<file path="config.mk">
export PLATFORM = sky130hd
export DESIGN_NAME = pll_control_latch_logic
export DESIGN_NICKNAME = d
export VERILOG_FILES = /design/src/pll_ctrl_pkg.sv /design/src/pll_control_latch_logic.sv
export VERILOG_INCLUDE_DIRS = /design/src
export SDC_FILE = /design/constraint.sdc
export NUM_CORES = 1
export LEC_CHECK = 0
export BUFFER_PORTS_ARGS = -buffer_cell sky130_fd_sc_hd__buf_2
export CAP_MARGIN = 20
export CORE_AREA = 2 2 98 100
export DETAILED_ROUTE_END_ITERATION = 10
export DIE_AREA = 0 0 100 102
export GPL_TIMING_DRIVEN = 0
export PLACE_DENSITY = 0.76
export SYNTH_ARGS = -nofsm -noshare
export SYNTH_HDL_FRONTEND = slang
export SYNTH_SLANG_ARGS = --single-unit
</file>
<file path="constraint.sdc">
create_clock -name clock -period 2.2 [get_ports clock]
set_input_delay 0 -clock clock [delete_from_list [all_inputs] [get_ports clock]]
set_output_delay 0 -clock clock [all_outputs]
set_load 0.02 [all_outputs]
</file>
<file path="src/pll_ctrl_cfg.svh">
// Bit positions, codes and timing counts of the synthesizer control latches.
// What this block does
// - Control bits 11 load init, 10 function
// - Control bits 00 reference, 01 AB latch
// - Counter reset bit holds R, AB counters
// - Counters released together, staying phase aligned
// - Chip enable low powers down at once
// - First power-down bit alone: immediate power-down
// - Both power-down bits: wait for pump event
// - Power-down holds counters, three-states pump, resets detect
// - Serial register keeps working during power-down
// - Three select bits steer output multiplexer
// - Fastlock only when enable bit set
// - Mode bit picks fastlock mode one/two
// - Mode one: gain bit held until host clears
// - Mode two: timeout clears gain bit itself
// - Timer bits set timeout; runs mode two only
// - Two current fields: setting one, setting two
// - One bit sets phase detector polarity
// - Three-state bit floats or enables pump
// - Init load updates function, pulses reset
// - First AB load after init pulses again
// - Init word with both power-down bits: immediate power-down
`ifndef PLL_CTRL_CFG_SVH
`define PLL_CTRL_CFG_SVH
`define WORD_BITS 24
`define SEL_REF 2'h0
`define SEL_AB 2'h1
`define SEL_FUNC 2'h2
`define SEL_INIT 2'h3
`define POS_CNT_RESET 2
`define POS_PD_REQ 3
`define POS_MUX_LO 4
`define POS_PD_POL 7
`define POS_CP_3STATE 8
`define POS_FL_EN 9
`define POS_FL_MODE 10
`define POS_TIMER_LO 11
`define POS_CUR1_LO 15
`define POS_CUR2_LO 18
`define POS_PD_SYNC 21
`define POS_PRESCALE_LO 22
`define POS_BOOST 21
`define FUNC_RESET 24'h000000
`define TIMEOUT_UNIT 4
`endif

</file>
<file path="src/pll_ctrl_pkg.sv">
// Types shared by the synthesizer control-latch logic.
package pll_ctrl_pkg;
  // Power-down sequencing states
  typedef enum logic [1:0] {
    pd_awake = 2'b00,
    pd_pending = 2'b01,
    pd_asleep = 2'b10
  } pd_state_type;
endpackage

</file>
<file path="src/pll_control_latch_logic.sv">
// Control-latch logic: serial input register, function/init latches, power-down, fastlock.
`timescale 1ns/10ps
`include "pll_ctrl_cfg.svh"
module pll_control_latch_logic
  import pll_ctrl_pkg::*;
#(
  parameter int TIMER_WIDTH = 8,
  parameter int TIMEOUT_UNIT = `TIMEOUT_UNIT
) (
  input wire logic clock,
  input wire logic rstn,
  input wire logic ser_clk,
  input wire logic ser_data,
  input wire logic ser_load,
  input wire logic chip_enable,
  input wire logic cp_event,
  input wire logic pfd_tick,
  output logic counter_hold,
  output logic reset_pulse,
  output logic powered_down,
  output logic pump_tristate,
  output logic clock_detect_reset,
  output logic [2:0] pump_current,
  output logic fastlock_active,
  output logic pump_boost_bit,
  output logic [2:0] outmux_sel,
  output logic pd_polarity,
  output logic [1:0] prescale_sel,
  output logic [`WORD_BITS-1:0] ref_latch_q,
  output logic ref_load,
  output logic [`WORD_BITS-1:0] ab_latch_q,
  output logic ab_load
);

  // Synchronisers for the serial pins and chip enable
  logic sclk_s1_q, sclk_s2_q, sclk_s3_q;
  logic sdat_s1_q, sdat_s2_q;
  logic sld_s1_q, sld_s2_q, sld_s3_q;
  logic ce_s1_q, ce_s2_q;
  logic sclk_rise;  // Rising serial clock edge, one cycle
  logic sld_rise;  // Rising load strobe edge, one cycle
  logic [`WORD_BITS-1:0] shift_q;  // Serial input register
  logic [`WORD_BITS-1:0] func_q;  // Function settings
  logic load_func;  // Function or init word taken this cycle
  logic load_init;  // Init word taken this cycle
  logic load_ab;  // AB word taken this cycle
  logic init_armed_q;  // Next AB load must pulse reset
  logic pulse_q;  // Internal counter reset pulse
  pd_state_type pd_q;  // Programmed power-down state
  logic pd_any;  // Any power-down in force
  logic boost_q;  // Gain bit as held by the device
  logic [TIMER_WIDTH-1:0] timer_q;  // Fastlock mode two countdown
  logic timer_run;  // Timer counts this cycle
  logic timeout_hit;  // Timer expires this cycle

  // Timeout length in PFD ticks for a four-bit timer code
  function automatic logic [TIMER_WIDTH-1:0] timeout_len(input logic [3:0] code);
    timeout_len = TIMER_WIDTH'((int'(code) + 1) * TIMEOUT_UNIT);
  endfunction

  // Two flip-flops per pin, then one more for edge finding
  always_ff @(posedge clock or negedge rstn) begin
    if (!rstn) begin
      sclk_s1_q <= 1'b0;
      sclk_s2_q <= 1'b0;
      sclk_s3_q <= 1'b0;
      sdat_s1_q <= 1'b0;
      sdat_s2_q <= 1'b0;
      sld_s1_q <= 1'b0;
      sld_s2_q <= 1'b0;
      sld_s3_q <= 1'b0;
      ce_s1_q <= 1'b0;
      ce_s2_q <= 1'b0;
    end else begin
      sclk_s1_q <= ser_clk;
      sclk_s2_q <= sclk_s1_q;
      sclk_s3_q <= sclk_s2_q;
      sdat_s1_q <= ser_data;
      sdat_s2_q <= sdat_s1_q;
      sld_s1_q <= ser_load;
      sld_s2_q <= sld_s1_q;
      sld_s3_q <= sld_s2_q;
      ce_s1_q <= chip_enable;
      ce_s2_q <= ce_s1_q;
    end
  end

  assign sclk_rise = sclk_s2_q & ~sclk_s3_q;
  assign sld_rise = sld_s2_q & ~sld_s3_q;

  // Shift register, most significant bit first; never gated by power-down
  always_ff @(posedge clock or negedge rstn) begin
    if (!rstn) begin
      shift_q <= '0;
    end else if (sclk_rise) begin
      shift_q <= {shift_q[`WORD_BITS-2:0], sdat_s2_q};
    end
  end

  // Latch decode on the two low control bits
  assign load_func = sld_rise & shift_q[1];
  assign load_init = sld_rise & (shift_q[1:0] == `SEL_INIT);
  assign load_ab = sld_rise & (shift_q[1:0] == `SEL_AB);

  // Function settings: loaded by function and init words alike
  always_ff @(posedge clock or negedge rstn) begin
    if (!rstn) begin
      func_q <= `FUNC_RESET;
    end else if (load_func) begin
      func_q <= shift_q;
    end
  end

  // Reference and AB counter words handed on to the counters
  always_ff @(posedge clock or negedge rstn) begin
    if (!rstn) begin
      ref_latch_q <= '0;
      ref_load <= 1'b0;
      ab_latch_q <= '0;
      ab_load <= 1'b0;
    end else begin
      ref_load <= sld_rise & (shift_q[1:0] == `SEL_REF);
      ab_load <= load_ab;
      if (sld_rise && shift_q[1:0] == `SEL_REF) begin
        ref_latch_q <= shift_q;
      end
      if (load_ab) begin
        ab_latch_q <= shift_q;
      end
    end
  end

  // Init arms a second pulse for the first AB load after it
  always_ff @(posedge clock or negedge rstn) begin
    if (!rstn) begin
      init_armed_q <= 1'b0;
    end else if (load_init) begin
      init_armed_q <= 1'b1;
    end else if (load_ab) begin
      init_armed_q <= 1'b0;
    end
  end

  // One-cycle internal reset pulse to the R and AB counters
  always_ff @(posedge clock or negedge rstn) begin
    if (!rstn) begin
      pulse_q <= 1'b0;
    end else begin
      pulse_q <= load_init | (load_ab & init_armed_q);
    end
  end

  // Programmed power-down sequencing
  always_ff @(posedge clock or negedge rstn) begin
    if (!rstn) begin
      pd_q <= pd_awake;
    end else begin
      case (pd_q)
        pd_awake: begin
          if (load_func && shift_q[`POS_PD_REQ]) begin
            if (!shift_q[`POS_PD_SYNC]) begin
              pd_q <= pd_asleep;
            end else if (load_init) begin
              pd_q <= pd_asleep;
            end else begin
              pd_q <= pd_pending;
            end
          end
        end
        pd_pending: begin
          if (load_func && !shift_q[`POS_PD_REQ]) begin
            pd_q <= pd_awake;
          end else if (load_func && (!shift_q[`POS_PD_SYNC] || load_init)) begin
            // A new asynchronous request or an init word must not wait for the pump
            pd_q <= pd_asleep;
          end else if (cp_event) begin
            pd_q <= pd_asleep;
          end
        end
        pd_asleep: begin
          if (load_func && !shift_q[`POS_PD_REQ]) begin
            pd_q <= pd_awake;
          end
        end
        default: begin
          pd_q <= pd_awake;
        end
      endcase
    end
  end

  // Chip enable overrides the programmed bits
  assign pd_any = ~ce_s2_q | (pd_q == pd_asleep);

  // Status and control outputs, all registered
  always_ff @(posedge clock or negedge rstn) begin
    if (!rstn) begin
      powered_down <= 1'b1;
      counter_hold <= 1'b1;
      pump_tristate <= 1'b1;
      clock_detect_reset <= 1'b1;
      reset_pulse <= 1'b0;
    end else begin
      powered_down <= pd_any;
      // One hold line for R and N counters keeps their release aligned
      counter_hold <= func_q[`POS_CNT_RESET] | pd_any | pulse_q;
      pump_tristate <= func_q[`POS_CP_3STATE] | pd_any | func_q[`POS_CNT_RESET]
        | pulse_q;
      clock_detect_reset <= pd_any;
      reset_pulse <= pulse_q;
    end
  end

  // Plain function settings on to their users
  always_ff @(posedge clock or negedge rstn) begin
    if (!rstn) begin
      outmux_sel <= 3'h0;
      pd_polarity <= 1'b0;
      prescale_sel <= 2'h0;
    end else begin
      outmux_sel <= func_q[`POS_MUX_LO +: 3];
      pd_polarity <= func_q[`POS_PD_POL];
      prescale_sel <= func_q[`POS_PRESCALE_LO +: 2];
    end
  end

  // Timer runs only in fastlock mode two with the gain bit set
  assign timer_run = func_q[`POS_FL_EN] & func_q[`POS_FL_MODE] & boost_q
    & ~pd_any;
  assign timeout_hit = timer_run & pfd_tick & (timer_q == TIMER_WIDTH'(1));

  // Gain bit: set by AB load, cleared by host or by mode two timeout
  always_ff @(posedge clock or negedge rstn) begin
    if (!rstn) begin
      boost_q <= 1'b0;
    end else if (load_ab) begin
      boost_q <= shift_q[`POS_BOOST];
    end else if (timeout_hit) begin
      boost_q <= 1'b0;
    end
  end

  // Timeout counter, held at load state outside a mode two run
  always_ff @(posedge clock or negedge rstn) begin
    if (!rstn) begin
      timer_q <= '0;
    end else if (!timer_run || load_ab) begin
      timer_q <= timeout_len(func_q[`POS_TIMER_LO +: 4]);
    end else if (pfd_tick && timer_q != TIMER_WIDTH'(1)) begin
      timer_q <= timer_q - TIMER_WIDTH'(1);
    end
  end

  // Current setting two while the gain bit stands, else setting one
  always_ff @(posedge clock or negedge rstn) begin
    if (!rstn) begin
      pump_current <= 3'h0;
      fastlock_active <= 1'b0;
      pump_boost_bit <= 1'b0;
    end else begin
      pump_current <= boost_q ? func_q[`POS_CUR2_LO +: 3]
                              : func_q[`POS_CUR1_LO +: 3];
      fastlock_active <= func_q[`POS_FL_EN] & boost_q;
      pump_boost_bit <= boost_q;
    end
  end
endmodule

</file>
==> results by group <==
STA
  – Final slew viol count: 0
  – RSZ-0062 raised after global routing: false
  – Final Hold Fails: 0
  – Min Tclk post-route: 1.851 ns
  – Slew @ Worst Pin: 0.5872 ns
  – Clock Skew: 0.005893 ns
  – Rel. slew slack: 0.6055
  – Tcrit/Tclk final: 0.8415
  – Final Setup Violations: 0
  – FMAX: 540.1 MHz

Finish
  – Util after Layout: 0.6692
  – Layout cells sized above 1: 0.4988
  – Area Growth Syn to Fin: 23.37%
  – Register area: 3307 um^2
  – Antenna diodes: 0
  – Layout Cell Area excl Fill: 6096 um^2
  – Final non-filler cell total: 540
  – Multi-input logic area: 1539 um^2
  – Fill cells: 658
  – Fin nets: 427

Logic synthesis
  – Post-synth EDFFs: 0
  – #FFs+latches synth: 132
  – Unique masters post-synth: 42
  – Syn_nets: 326
  – Predominant post-synthesis flop cell: dfrtp_1
  – Synth warn: 0
  – Synth area leader: dfrtp_1
  – Post-synthesis cell count: 315
  – Post-synthesis cell area: 4941 um^2
  – Synth area leaders: dfrtp_1, mux2_2, dfstp_2
  – Async SR Flop Fraction: 1.000
  – Synth Area per Inst: 15.69 um^2
  – Seq/Total Area, Yosys: 0.6693
  – Share of the synthesized area in the top cell type: 0.6533

Global route
  – Remaining Overflow, GRT: 0
  – Antenna violations before repair: 0
  – Vias in the first global route: 2917
  – Gr usage total: 0.1951
  – Largest net degree at the start of global routing: 89
  – First-pass GRT wire length: 14920 um

Run status
  – Status: finished clean

Drt
  – Vias post-DR: 2910
  – Final wirelength: 9327 um
  – Vias/cell: 5.389
  – Drt drc: 0
  – DR iter-0 viols: 146
  – Drt wl/cell: 17.27 um
  – DRT antenna net count: 0
  – Drt pass-1 iters: 4

Floorplan
  – Core area: 9109 um^2
  – DIE HEIGHT: 102 um
  – Initial cell density of the core: 0.5424
  – Die Area: 10200 um^2
  – Top Ports: 74
  – Die W: 100 um
  – Standard-cell rows: 35

Placed design
  – DP Wirelength: 5786 um
  – Port Buf Inserts: 73
  – Routability Congestion: 0.8143
  – Placed Cells: 500
  – DP Area: 5479 um^2

Clocking
  – Total CTS buffers: 17
  – H-tree levels: 4
  – Hold buffer count at cts: 8
  – PostCTS Resize Cnt: 0
  – Clock buffer depth: 2
  – Skew-Pair Late Insertion Delay: 0.50 ns
  – Reg clk slew, reported paths: 0.06 ns
  – Post-CTS setup buffer count: 0
  – Clock root buffer: clkbuf_8
  – Clock sink total: 132
  – CTS tree: built

Critical path
  – CP max stage delay: 0.45 ns
  – Critical Path Slowest Stage Cell: nor3b_4
  – Worst Setup End Kind: register
  – Setup Crit Path Kind: reg2reg
  – Critical-path cell list: and2b_1 > nor3b_4 > buf_4 > mux2_2
  – WP data required: 2.59 ns
  – CP max FO: 10
  – Critical Path AT: 2.24 ns
  – Startpoint Class: register

Power and ir drop
  – P per Cell Area: 1191 nW/um^2
  – Peak VDD IR: 634.6 uV
  – Leakage: 3.125 nW
  – Tot Pwr: 7.259 mW

Flow run
  – Maxcap violations: 0

Hold path
  – Type of the worst min-delay path: in2async
## power by group
part / total (mW) / switching (mW) / leakage (nW) / internal (mW)
clock network: 2.48 / 0.970 / 0.258 / 1.51
registers: 3.36 / 0.392 / 1.74 / 2.97
logic: 1.42 / 0.751 / 1.13 / 0.666
## final timing paths
path	startpoint	endpoint	slack, ns	cells past startpoint
max	sld_s3_q$_DFF_PN0_	ref_latch_q[10]$_DFFE_PN0P_	0.35	4
min	rstn	counter_hold$_DFF_PN1_	0.05	2
max reg2reg	sld_s3_q$_DFF_PN0_	ref_latch_q[10]$_DFFE_PN0P_	0.35	4
min reg2reg	ce_s1_q$_DFF_PN0_	ce_s2_q$_DFF_PN0_	0.34	0
max in group asynchronous	rstn	timer_q[7]$_DFFE_PN0P_	1.71	3
min in group clock	ser_clk	sclk_s1_q$_DFF_PN0_	0.13	2
## layer usage
| layer | GRT usage | vias to the layer above | routed length, um |
|---|---|---|---|
| li1 | - | 1306 | - |
| met1 | 0.2504 | 1507 | 4078 |
| met2 | 0.3072 | 83 | 4584 |
| met3 | 0.08071 | 14 | 517 |
| met4 | 0.06217 | 0 | 147 |
| met5 | 0 | - | 0 |
## area by class of cell
type	count	area share
sequential	132	0.5425
multi-input combinational	165	0.2525
timing repair buffer	82	0.08025
clock buffer	22	0.07266
tap	111	0.02278
clock inverter	10	0.01375
buffer	12	0.01190
inverter	6	0.003695
## flip-flops by register name, summed over array words and instances (netlist names), 2 cells and up
signal        count
pump_current      3
ab_latch_q       24
timer_q           8
shift_q          24
pd_q              2
func_q           20
outmux_sel        3
prescale_sel      2
ref_latch_q      24
## stage by stage
stage	setup slack, ns	hold WS [ns]	setup TNS [ns]
2_1_floorplan	0.5595	-0.2956	0
3_3_place_gp	-0.5122	0.1084	-65.19
3_5_place_dp	0.3533	-0.05122	0
4_1_cts	0.3351	0.02800	0
5_1_grt	0.2534	0.02592	0
6_report	0.3487	0.04942	0
## critical path, delay by kind of cell, from the launching register on
kind	cells	cell delay, ns
AND/OR/NAND/NOR	2	0.71
flip-flops	1	0.37
multiplexers	1	0.35
buffers and inverters	1	0.29
## synth_stat cells (2+ instances only)
cell	instances
xor2_1	4
dfstp_2	3
nand2_1	10
ha_1	3
buf_4	3
dfrtp_1	129
mux2_2	88
mux2_4	2
or2_2	2
mux2i_1	4
xnor2_1	2
o21ai_0	8
nand3_1	3
a211oi_1	2
nor2_1	6
or3_1	3
nor2b_1	4
inv_1	6
buf_2	7
nor4_1	2
a21oi_1	2
nand4_1	2
## layout by cell type, fill, tap and decap left out, types with 2 or more instances in the layout
cell type | netlist | final
clkinvlp_4 | 0 | 2
nand2_1 | 10 | 10
a211oi_1 | 2 | 2
or3_1 | 3 | 3
clkbuf_8 | 0 | 2
dfrtp_1 | 129 | 129
nor4_1 | 2 | 2
mux2_2 | 88 | 88
clkbuf_16 | 0 | 16
a21oi_1 | 2 | 2
dfstp_2 | 3 | 3
dlygate4sd3_1 | 0 | 7
mux2i_1 | 4 | 4
nor2_1 | 6 | 6
nand4_1 | 2 | 2
buf_2 | 7 | 79
buf_4 | 3 | 3
ha_1 | 3 | 3
xor2_1 | 4 | 4
buf_6 | 1 | 2
inv_1 | 6 | 6
xnor2_1 | 2 | 2
o21ai_0 | 8 | 8
clkbuf_1 | 0 | 4
nor2b_1 | 4 | 4
mux2_4 | 2 | 2
nand3_1 | 3 | 3
clkinv_2 | 0 | 6
or2_2 | 2 | 2
## cells by family after synthesis
logic type,after synthesis,share of synthesized area
AND/OR/NAND/NOR,44,0.05571
AO/OA/AOI/OAI,17,0.02051
XOR/XNOR,6,0.01064
adder cells (fa/ha/maj),3,0.007598
multiplexers,95,0.2170
buffers and inverters,18,0.01924
flip-flops,132,0.6693
Note: power is estimated with default switching activity, not from simulation.
